[src/hdl/ebds_pkg.sv]
// Constants for the buffered frame DMA status block.
// Assumes byte addresses on a 32-bit AHB-Lite bus, one word per register.
package ebds_pkg;

  // Register byte addresses
  localparam logic [15:0] EBDS_OFS_SIZE   = 16'h9010;
  localparam logic [15:0] EBDS_OFS_STATUS = 16'h9014;
  localparam logic [15:0] EBDS_OFS_CTRL   = 16'h9020;
  localparam logic [15:0] EBDS_OFS_MASK   = 16'h9024;

  // Status field positions
  localparam int EBDS_B_RX_DONE   = 0;
  localparam int EBDS_B_RX_NULL   = 1;
  localparam int EBDS_B_RX_NOWN   = 2;
  localparam int EBDS_B_RX_OVER   = 3;
  localparam int EBDS_B_RX_EMPTY  = 4;
  localparam int EBDS_B_RX_EARLY  = 5;
  localparam int EBDS_B_RX_MORE   = 7;
  localparam int EBDS_B_CNT_LO    = 8;
  localparam int EBDS_B_CTRL_SENT = 16;
  localparam int EBDS_B_TX_NULL   = 17;
  localparam int EBDS_B_TX_NOWN   = 18;
  localparam int EBDS_B_TX_EMPTY  = 20;

  // Control register field positions
  localparam int EBDS_C_RX_EN    = 0;
  localparam int EBDS_C_TX_EN    = 1;
  localparam int EBDS_C_RX_RESET = 2;
  localparam int EBDS_C_TX_RESET = 3;
  localparam int EBDS_C_RX_SKO   = 4;
  localparam int EBDS_C_TX_SKO   = 5;

  // Sticky status bits, the subset software clears by writing one, and the stored control bits
  localparam logic [31:0] EBDS_STICKY_MASK = 32'h0017_003f;
  localparam logic [31:0] EBDS_W1C_MASK    = 32'h0015_003f;
  localparam logic [31:0] EBDS_CTRL_MASK   = 32'h0000_0033;

  // Reset values
  localparam logic [31:0] EBDS_RST_STATUS = 32'h0000_0000;
  localparam logic [31:0] EBDS_RST_SIZE   = 32'h0000_0000;
  localparam logic [31:0] EBDS_RST_CTRL   = 32'h0000_0000;
  localparam logic [31:0] EBDS_RST_MASK   = 32'h0000_0000;
  localparam logic [7:0]  EBDS_RST_COUNT  = 8'h00;

  localparam logic [31:0] EBDS_NULL_PTR = 32'h0000_0000;
  localparam logic [7:0]  EBDS_CNT_MAX  = 8'hff;
  localparam logic [7:0]  EBDS_CNT_ONE  = 8'h01;

endpackage

[src/hdl/ebds_status.sv]
// Status, event and interrupt logic of the buffered frame DMA.
// Assumes event pulses and levels from DMA logic on clk_sys_i, AHB-Lite slave.
//
// Local design decision: the AHB-Lite slave port.
`timescale 1ns/1ns
`default_nettype none

module ebds_status (
  input  wire logic        clk_sys_i,
  input  wire logic        rst_n_i,
  // AHB-Lite slave
  input  wire logic        hsel_i,
  input  wire logic [31:0] haddr_i,
  input  wire logic [1:0]  htrans_i,
  input  wire logic        hwrite_i,
  input  wire logic [2:0]  hsize_i,
  input  wire logic [31:0] hwdata_i,
  input  wire logic        hready_i,
  output logic      [31:0] hrdata_o,
  output logic             hreadyout_o,
  output logic             hresp_o,
  // Receive side
  input  wire logic [31:0] rx_descriptor_pointer_i,
  input  wire logic        rx_frame_written_i,
  input  wire logic        rx_desc_not_owned_i,
  input  wire logic        rx_frame_end_i,
  input  wire logic [15:0] rx_frame_bytes_i,
  input  wire logic        rx_len_valid_i,
  input  wire logic [15:0] rx_len_field_i,
  input  wire logic        rx_buf_empty_i,
  input  wire logic        rx_buf_full_i,
  input  wire logic        rx_buf_frame_in_i,
  input  wire logic        rx_buf_frame_out_i,
  output logic             rx_dma_run_o,
  output logic             rx_fifo_move_o,
  output logic             rx_stop_on_not_owner_o,
  // Transmit side
  input  wire logic [31:0] tx_descriptor_pointer_i,
  input  wire logic        tx_desc_not_owned_i,
  input  wire logic        ctrl_pkt_sent_i,
  input  wire logic        tx_buf_empty_i,
  output logic             tx_dma_run_o,
  output logic             tx_drain_o,
  output logic             stop_on_not_owner_o,
  // Interrupt
  output logic             irq_o
);
  import ebds_pkg::*;

  logic [31:0] sticky_q;
  logic [31:0] sticky_d;
  logic [31:0] size_q;
  logic [31:0] ctrl_q;
  logic [31:0] mask_q;
  logic [7:0]  count_q;
  logic        rx_sko_q;
  logic        tx_sko_q;
  logic        wr_pend_q;
  logic [15:0] wr_addr_q;
  logic [31:0] rdata_q;

  logic        addr_ok;
  logic        wr_status;
  logic        wr_size;
  logic        wr_ctrl;
  logic        wr_mask;
  logic        rx_reset;
  logic        tx_reset;
  logic        rx_null;
  logic        tx_null;
  logic        rx_over;
  logic [31:0] set_vec;
  logic [31:0] clr_vec;
  logic [31:0] status_rd;

  // Zero wait states, never an error
  assign hreadyout_o = 1'b1;
  assign hresp_o     = 1'b0;
  assign hrdata_o    = rdata_q;
  assign addr_ok     = hsel_i & htrans_i[1] & hready_i;

  // Word accesses only; hsize is not checked
  always_ff @(posedge clk_sys_i) begin
    if (!rst_n_i) begin
      wr_pend_q <= 1'b0;
      wr_addr_q <= 16'h0000;
    end else begin
      wr_pend_q <= addr_ok & hwrite_i;
      wr_addr_q <= haddr_i[15:0];
    end
  end

  assign wr_status = wr_pend_q & (wr_addr_q == EBDS_OFS_STATUS);
  assign wr_size   = wr_pend_q & (wr_addr_q == EBDS_OFS_SIZE);
  assign wr_ctrl   = wr_pend_q & (wr_addr_q == EBDS_OFS_CTRL);
  assign wr_mask   = wr_pend_q & (wr_addr_q == EBDS_OFS_MASK);
  // Reset controls act as one-cycle strobes and are never stored
  assign rx_reset  = wr_ctrl & hwdata_i[EBDS_C_RX_RESET];
  assign tx_reset  = wr_ctrl & hwdata_i[EBDS_C_TX_RESET];

  always_comb begin
    status_rd = sticky_q & EBDS_STICKY_MASK;
    status_rd[EBDS_B_RX_MORE] = (count_q > EBDS_CNT_ONE);
    status_rd[EBDS_B_CNT_LO +: 8] = count_q;
  end

  // Read data registered in the address phase, unmapped reads as zero
  always_ff @(posedge clk_sys_i) begin
    if (!rst_n_i) begin
      rdata_q <= 32'h0000_0000;
    end else if (addr_ok & ~hwrite_i) begin
      case (haddr_i[15:0])
        EBDS_OFS_STATUS: rdata_q <= status_rd;
        EBDS_OFS_SIZE:   rdata_q <= size_q;
        EBDS_OFS_CTRL:   rdata_q <= ctrl_q;
        EBDS_OFS_MASK:   rdata_q <= mask_q;
        default:         rdata_q <= 32'h0000_0000;
      endcase
    end
  end

  // rx pointer null while rx DMA runs
  assign rx_null = ctrl_q[EBDS_C_RX_EN] & (rx_descriptor_pointer_i == EBDS_NULL_PTR);
  // tx pointer null while tx DMA runs
  assign tx_null = ctrl_q[EBDS_C_TX_EN] & (tx_descriptor_pointer_i == EBDS_NULL_PTR);
  assign rx_over = rx_frame_end_i & (rx_frame_bytes_i > size_q[15:0]);

  always_comb begin
    set_vec = 32'h0000_0000;
    set_vec[EBDS_B_RX_DONE]   = rx_frame_written_i;
    set_vec[EBDS_B_RX_NULL]   = rx_null;
    set_vec[EBDS_B_RX_NOWN]   = rx_desc_not_owned_i;
    set_vec[EBDS_B_RX_OVER]   = rx_over;
    set_vec[EBDS_B_RX_EMPTY]  = rx_buf_empty_i;
    set_vec[EBDS_B_RX_EARLY]  = rx_len_valid_i;
    set_vec[EBDS_B_CTRL_SENT] = ctrl_pkt_sent_i;
    set_vec[EBDS_B_TX_NULL]   = tx_null;
    set_vec[EBDS_B_TX_NOWN]   = tx_desc_not_owned_i;
    set_vec[EBDS_B_TX_EMPTY]  = tx_buf_empty_i;
  end

  always_comb begin
    clr_vec = 32'h0000_0000;
    if (wr_status) begin
      clr_vec = hwdata_i & EBDS_W1C_MASK;
    end
    // empty flag drops once data arrives
    clr_vec[EBDS_B_RX_EMPTY] = clr_vec[EBDS_B_RX_EMPTY] | ~rx_buf_empty_i;
    // empty flag drops once data arrives
    clr_vec[EBDS_B_TX_EMPTY] = clr_vec[EBDS_B_TX_EMPTY] | ~tx_buf_empty_i;
    // only tx reset clears the null flag
    clr_vec[EBDS_B_TX_NULL]  = tx_reset;
  end

  // Set wins over clear so no event is lost
  assign sticky_d = ((sticky_q & ~clr_vec) | set_vec) & EBDS_STICKY_MASK;

  always_ff @(posedge clk_sys_i) begin
    if (!rst_n_i) begin
      sticky_q <= EBDS_RST_STATUS;
    end else begin
      sticky_q <= sticky_d;
    end
  end

  always_ff @(posedge clk_sys_i) begin
    if (!rst_n_i) begin
      size_q <= EBDS_RST_SIZE;
    end else begin
      if (wr_size) begin
        size_q[15:0] <= hwdata_i[15:0];
      end
      if (rx_len_valid_i) begin
        size_q[31:16] <= rx_len_field_i;
      end
    end
  end

  // frames held in rx buffer, saturating both ways
  always_ff @(posedge clk_sys_i) begin
    if (!rst_n_i || rx_reset) begin
      count_q <= EBDS_RST_COUNT;
    end else if (rx_buf_frame_in_i && !rx_buf_frame_out_i && count_q != EBDS_CNT_MAX) begin
      count_q <= count_q + EBDS_CNT_ONE;
    end else if (rx_buf_frame_out_i && !rx_buf_frame_in_i && count_q != EBDS_RST_COUNT) begin
      count_q <= count_q - EBDS_CNT_ONE;
    end
  end

  // Enables; armed not-owner stops and a tx null pointer halt the engine even against a same-cycle write
  always_ff @(posedge clk_sys_i) begin
    if (!rst_n_i) begin
      ctrl_q <= EBDS_RST_CTRL;
    end else begin
      if (wr_ctrl) begin
        ctrl_q <= hwdata_i & EBDS_CTRL_MASK;
      end
      if (rx_reset) begin
        ctrl_q[EBDS_C_RX_EN] <= 1'b0;
      end
      if (tx_reset) begin
        ctrl_q[EBDS_C_TX_EN] <= 1'b0;
      end
      // halt rx when stop on not owner is armed
      if (rx_desc_not_owned_i && ctrl_q[EBDS_C_RX_SKO]) begin
        ctrl_q[EBDS_C_RX_EN] <= 1'b0;
      end
      // halt tx when stop on not owner is armed
      if (tx_desc_not_owned_i && ctrl_q[EBDS_C_TX_SKO]) begin
        ctrl_q[EBDS_C_TX_EN] <= 1'b0;
      end
      if (tx_null) begin
        ctrl_q[EBDS_C_TX_EN] <= 1'b0;
      end
    end
  end

  // stop indication held until rx reset
  always_ff @(posedge clk_sys_i) begin
    if (!rst_n_i) begin
      rx_sko_q <= 1'b0;
    end else if (rx_desc_not_owned_i) begin
      rx_sko_q <= 1'b1;
    end else if (rx_reset) begin
      rx_sko_q <= 1'b0;
    end
  end

  // stop indication held until tx reset
  always_ff @(posedge clk_sys_i) begin
    if (!rst_n_i) begin
      tx_sko_q <= 1'b0;
    end else if (tx_desc_not_owned_i) begin
      tx_sko_q <= 1'b1;
    end else if (tx_reset) begin
      tx_sko_q <= 1'b0;
    end
  end

  always_ff @(posedge clk_sys_i) begin
    if (!rst_n_i) begin
      mask_q <= EBDS_RST_MASK;
    end else if (wr_mask) begin
      mask_q <= hwdata_i & EBDS_STICKY_MASK;
    end
  end

  assign rx_dma_run_o           = ctrl_q[EBDS_C_RX_EN];
  assign tx_dma_run_o           = ctrl_q[EBDS_C_TX_EN];
  assign rx_stop_on_not_owner_o = rx_sko_q;
  assign stop_on_not_owner_o    = tx_sko_q;
  // FIFO to buffer independent of rx enable
  assign rx_fifo_move_o = ~rx_buf_full_i;
  // buffer drains independent of tx enable
  assign tx_drain_o = ~tx_buf_empty_i;

  // sticky done flag holds the level, so a second frame adds no new request
  assign irq_o = |(sticky_q & mask_q);

endmodule

`default_nettype wire
[config.mk]
export PLATFORM = sky130hd
export DESIGN_NAME = ebds_status
export DESIGN_NICKNAME = d
export VERILOG_FILES = /design/src/hdl/ebds_pkg.sv /design/src/hdl/ebds_status.sv
export SDC_FILE = /design/constraint.sdc
export NUM_CORES = 1
export LEC_CHECK = 0
export ABC_AREA = 1
export BUFFER_PORTS_ARGS = -buffer_cell sky130_fd_sc_hd__buf_2
export CAP_MARGIN = 20
export CORE_ASPECT_RATIO = 0.5
export CORE_MARGIN = 5
export CORE_UTILIZATION = 53
export CTS_CLUSTER_DIAMETER = 150
export CTS_CLUSTER_SIZE = 20
export DETAILED_ROUTE_END_ITERATION = 8
export PLACE_DENSITY_LB_ADDON = 0.15
export SYNTH_ARGS = -nofsm -noshare
export SYNTH_HDL_FRONTEND = slang
export SYNTH_SLANG_ARGS = --single-unit
[constraint.sdc]
create_clock -name clk_sys_i -period 3.85 [get_ports clk_sys_i]
set_clock_uncertainty 0.1 [all_clocks]
set_input_delay 0.1925 -clock clk_sys_i [delete_from_list [all_inputs] [get_ports clk_sys_i]]
set_output_delay 0.1925 -clock clk_sys_i [all_outputs]
set_load 0.02 [all_outputs]
# Word-level counts from Yosys, hierarchy flattened
# Cells that the tools add are included.
# W data, S select, Z words.
# word_totals
latchBits,0
input_bits,181
rom_bits,0
register_bits,115
wordCells,77
n_memories,0
mem_bits_rw,0
# op_classes
shift,0
bitwise_logic,24
reduce_logical,19
n_eq_ne,9
order_cmp,2
n_mux,8
n_mul,0
div,0
n_addsub,2
# ops
operator,n
$eq A16 B16 Y1 const B,8
$pmux W32 S4,1
$logic_not A32 Y1,2
$and A21 B21 Y21,2
$reduce_or A32 Y1,1
$mux W21,1
$not A21 Y21,1
$or A21 B21 Y21,1
$gt A16 B16 Y1,1
$mux W8,2
$and A1 B1 Y1,13
$add A8 B1 Y8 const B,1
$gt A8 B1 Y1 const B,1
$ne A8 B8 Y1 const B,1
$reduce_bool A8 Y1,1
$sub A8 B1 Y8 const B,1
$logic_and A1 B1 Y1,6
$reduce_bool A2 Y1,3
$not A1 Y1,5
$mux W1,4
$reduce_or A4 Y1,1
$logic_not A1 Y1,3
$reduce_or A3 Y1,1
$or A1 B1 Y1,2
$logic_or A1 B1 Y1,1

# Longest topological paths before layout
# depth
word_depth,7
mapped_depth,13
depth_no_buf,13

# Worst setup path before layout
# Ideal clock, no wire load.
# synth_timing
path_type,register to register
start,reg count_q[0]
end,reg count_q[6]
path_slack_ps,2393
path_stages_with_launch,9
arrival_ps,1242
period_less_slack_ps,1457
t_required_ps,3635
n_path_buf,0
setup_ps,115
cell_sequence,dfxtp_1 > ha_1 > nand3_1 > o21ai_2 > nand2_2 > clkinv_2 > nand2_2 > a21oi_1 > nor2_1
# synth_via
elab_chain_len,3
# synth_lines
item,line,text
start: declaration,ebds_status.sv:55,logic [7:0] count_q;
start signal: assignment,ebds_status.sv:184,count_q <= count_q + EBDS_CNT_ONE;
start signal: assignment,ebds_status.sv:186,count_q <= count_q - EBDS_CNT_ONE;
"$sub A8 B1 Y8, or another cell as far along",ebds_status.sv:186,
"$mux W8, or another cell as far along",ebds_status.sv:185,end else if (rx_buf_frame_out_i && !rx_buf_frame_in_i && count_q != EBDS_RST_COUNT) begin
$mux W8 / $reduce_bool A2 Y1 (equally long branches),n/a,
# Parallel ways exist; a longest one is shown, timed or not. The select of a mux whose other input is x is not followed.
# A chain may end at the register's enable or synchronous reset.

# Worst setup path after layout
# layout_timing
start,in haddr_i[11]
end,"reg rdata_q[31], in the netlist hrdata_o[31]"
# layout_via
elab_chain_len,2
# layout_lines
item,line,text
start: declaration,ebds_status.sv:13,"input wire logic [31:0] haddr_i,"
$eq A16 B16 Y1,ebds_status.sv:112,case (haddr_i[15:0])
$pmux W32 S4 *,ebds_status.sv:112,
end signal: assignment,ebds_status.sv:113,EBDS_OFS_STATUS: rdata_q <= status_rd;
end signal: assignment,ebds_status.sv:114,EBDS_OFS_SIZE: rdata_q <= size_q;
end signal: assignment,ebds_status.sv:115,EBDS_OFS_CTRL: rdata_q <= ctrl_q;
end: declaration,ebds_status.sv:60,logic [31:0] rdata_q;
# Mark *: on every way between the ends. The rest lies on a longest branch, timed or not.

==> out/metrics.cfg <==
[status]
status = finished, final reports clean

[worst_setup_path]
endpoint_kind = flop
crit_chain = dlygate4sd3_1 -> buf_2 -> nor2_1 -> nand2_1 -> nor2_4 -> nand2_4 -> inv_2 -> nand3_1 -> a21oi_1
cp.buffers_inverters = 3
worst-setup-path-type = in2reg
path_delay_family = simple AND/OR/NAND/NOR gates
critPathMaxStageDelay_ns = 0.64
cp.required_ns = 4.08
worst_path_max_delay_cell = nor2_4
cp.arrival_ns = 2.45
crit_fanout = 32
start_kind = primary input

[clock_network]
worstSkewPairLatency_ns = 0.40
cts_sinks = 115
htreeDepth = 4
cts_made_buffers = 17
cts_root_buf = clkbuf_16
clk_pin_slew_ns = 0.05
clock_path_buffers = 2
cts.repair.resized = 0
tritoncts = done

[global_route]
grt_pass1_wl_um = 26600
grt_start_max_net_pins = 48
grt_util_all_layers_pct = 26.0
antenna_found_initial = 0
grt_pass1_vias = 5937
grt-ovfl-total = 0

[floorplan]
rows = 26
io-pin-count = 222
die_area_mm2 = 0.0127
fp.dieH_um = 82.3
initial_core_util_pct = 54.2
die_w_um = 155
fp.coreArea_mm2 = 0.0102

[timing]
tightest_slew_ns = 1.00
fin_tns_setup_ns = 0
fin_crit_sh_pct = 57.6
min_period_ns = 2.22
slew-limit-headroom_pct = 33.0
finalHoldViolCount = 0
setup_viol = 0
rsz0062_at_grt = no
setup_slack_ns = 1.63
drv_slew = 0
clock.fmax_mhz = 451

[place]
dp_slack_ns = 1.45
dp_hpwl_um = 11500
routabilityCongestion = 0.954
place_inst = 1089
portBuffers = 187

[layout]
fin_cells = 1177
layout.nets = 1225
fill_cells = 830
multi_input_area_mm2 = 0.00272
antenna_cells = 0
layout_common_cells = buf_2, nand2_1, nor2_1
areaGrowthSynthToFinish_pct = 38.4
layout_commonest_cell = buf_2
drive_above_1_share_pct = 23.6
seq_area_mm2 = 0.00230

[detailed_routing]
viasPerCell = 5.10
detail-route-antenna-nets = 0
drc = 0
drt_iter0_markers = 290
vias = 6004
wl_per_cell_um = 13.9
drt-pass1-iter-count = 6
routed_wl_um = 16300

[power_and_ir_drop]
p_switching_uw = 776
seqPwrFrac_pct = 39.5
ir_drop_v = 0.000331
p_per_area_mw_per_mm2 = 418
p_leak_nw = 3.59
switching_share_pct = 24.2
internal-power_mw = 2.43
comb_power_share_pct = 12.0
clkPwrFrac_pct = 48.5

[logic_synthesis]
synth_area_mm2 = 0.00554
ys_seq_area_share_pct = 41.6
syn_inst = 792
ys_ff_latch = 115
syn-num-nets = 993
synth_warnings = 0
syn_avg_cell_area_um2 = 7.00
yosysUniqueCellTypes = 38

[flow_run]
cap_violations = 0

[min_path]
hold_class = in2reg

state kept, by name (all words and copies together), names as in the netlist:
register / flops
hrdata_o: 32
size_q: 32
wr_addr_q: 16
mask_q: 10
sticky_q: 10
count_q: 8
ctrl_q: 4
rx_stop_on_not_owner_o: 1
stop_on_not_owner_o: 1
wr_pend_q: 1
what timing repair did:
item | 4_1_cts | 5_1_grt
hold buffers | 54 | 1
hold endpoints to repair | 56 | 1
setup buffers | 0 | 0
setup endpoints to repair | 0 | 0
metal layers:
layer | track usage (%) | routed length [um]
met5 | 0 | 0
met4 | 8.81 | 377
met3 | 6.14 | 1270
met2 | 48.0 | 7940
met1 | 30.3 | 6760
synthesized netlist by cell type:
library cell	instances	area share, %
nand2_1	133	9.0
nor2_1	117	7.9
dfxtp_1	115	42
inv_1	89	6.0
a21oi_1	83	7.5
nand3_1	67	6.1
o21ai_0	42	3.8
o21ai_1	36	3.3
ha_1	20	4.5
clkbuf_1	18	1.2
nand4_1	10	1.1
buf_2	8	0.72
nor3_1	7	0.63
buf_4	4	0.54
inv_2	4	0.27
nand2_2	4	0.45
nor2_4	4	0.81
xor2_1	3	0.47
a22o_1	2	0.32
buf_6	2	0.41
clkinv_1	2	0.14
conb_1	2	0.14
nand2_4	2	0.41
nand3_2	2	0.36
nor4_1	2	0.23
o21a_1	2	0.27
a211oi_1	1	0.14
and2_2	1	0.14
buf_1	1	0.068
clkinv_2	1	0.090
nor2_2	1	0.11
nor3_2	1	0.18
nor3_4	1	0.29
o21ai_2	1	0.16
o21ai_4	1	0.29
o22ai_1	1	0.11
or2_1	1	0.11
xnor2_1	1	0.16
kinds of logic after synthesis:
family / share of synthesized area, %
other: 0.136
XOR/XNOR: 0.632
adder cells (fa/ha/maj): 4.52
AND/OR/NAND/NOR: 27.8
buffers and inverters: 9.48
flip-flops: 41.6
AO/OA/AOI/OAI: 15.8
area by class of cell:
cell class | count | area share (%)
Timing Repair Buffer | 246 | 19.9
Inverter | 96 | 4.72
Sequential cell | 115 | 30.0
Multi-Input combinational cell | 548 | 35.4
Tap cell | 140 | 2.28
Clock inverter | 9 | 1.34
Clock buffer | 23 | 6.36
worst reg2reg max path: stages, from the launching register on:
cell	delay [ns]
dfxtp_1	0.30
inv_1	0.06
nand4_1	0.10
nor2_1	0.28
nand3_1	0.62
o21ai_1	0.37
a21oi_1	0.07
worst paths after layout:
path / startpoint / endpoint / slack, ns / cells after the start
hold reg to reg: hrdata_o[15]$_SDFFE_PN0P_ / hrdata_o[15]$_SDFFE_PN0P_ / 0.36 / 2
setup / recovery: haddr_i[11] / hrdata_o[31]$_SDFFE_PN0P_ / 1.63 / 9
setup reg to reg: wr_addr_q[11]$_SDFF_PN0_ / mask_q[16]$_SDFFE_PN0P_ / 1.81 / 6
hold / removal: hwdata_i[18] / mask_q[18]$_SDFFE_PN0P_ / 0.01 / 3
through the flow:
stage               utilization, %  hold WS, ns  total power, mW  instance area, um^2
floorplan                        -        0.186             1.49                 5540
global placement              63.8        0.287             1.62                 6510
CTS                           74.8     0.000559             3.22                 7640
detailed placement            63.8        0.290             1.62                 6510
finish                        75.1       0.0145             3.20                 7670
global route                  75.1       0.0184             3.34                 7670
power groups by stage:
stage | Combinational, mW | Clock (mW) | Sequential (mW)
final | 0.386 | 1.55 | 1.27
after global routing | 0.441 | 1.63 | 1.27
after CTS | 0.381 | 1.57 | 1.26
after detailed placement | 0.335 | 0 | 1.29
after global placement | 0.328 | 0 | 1.29
after floorplan | 0.211 | 0 | 1.28
Power figures use the tool's default switching activity.
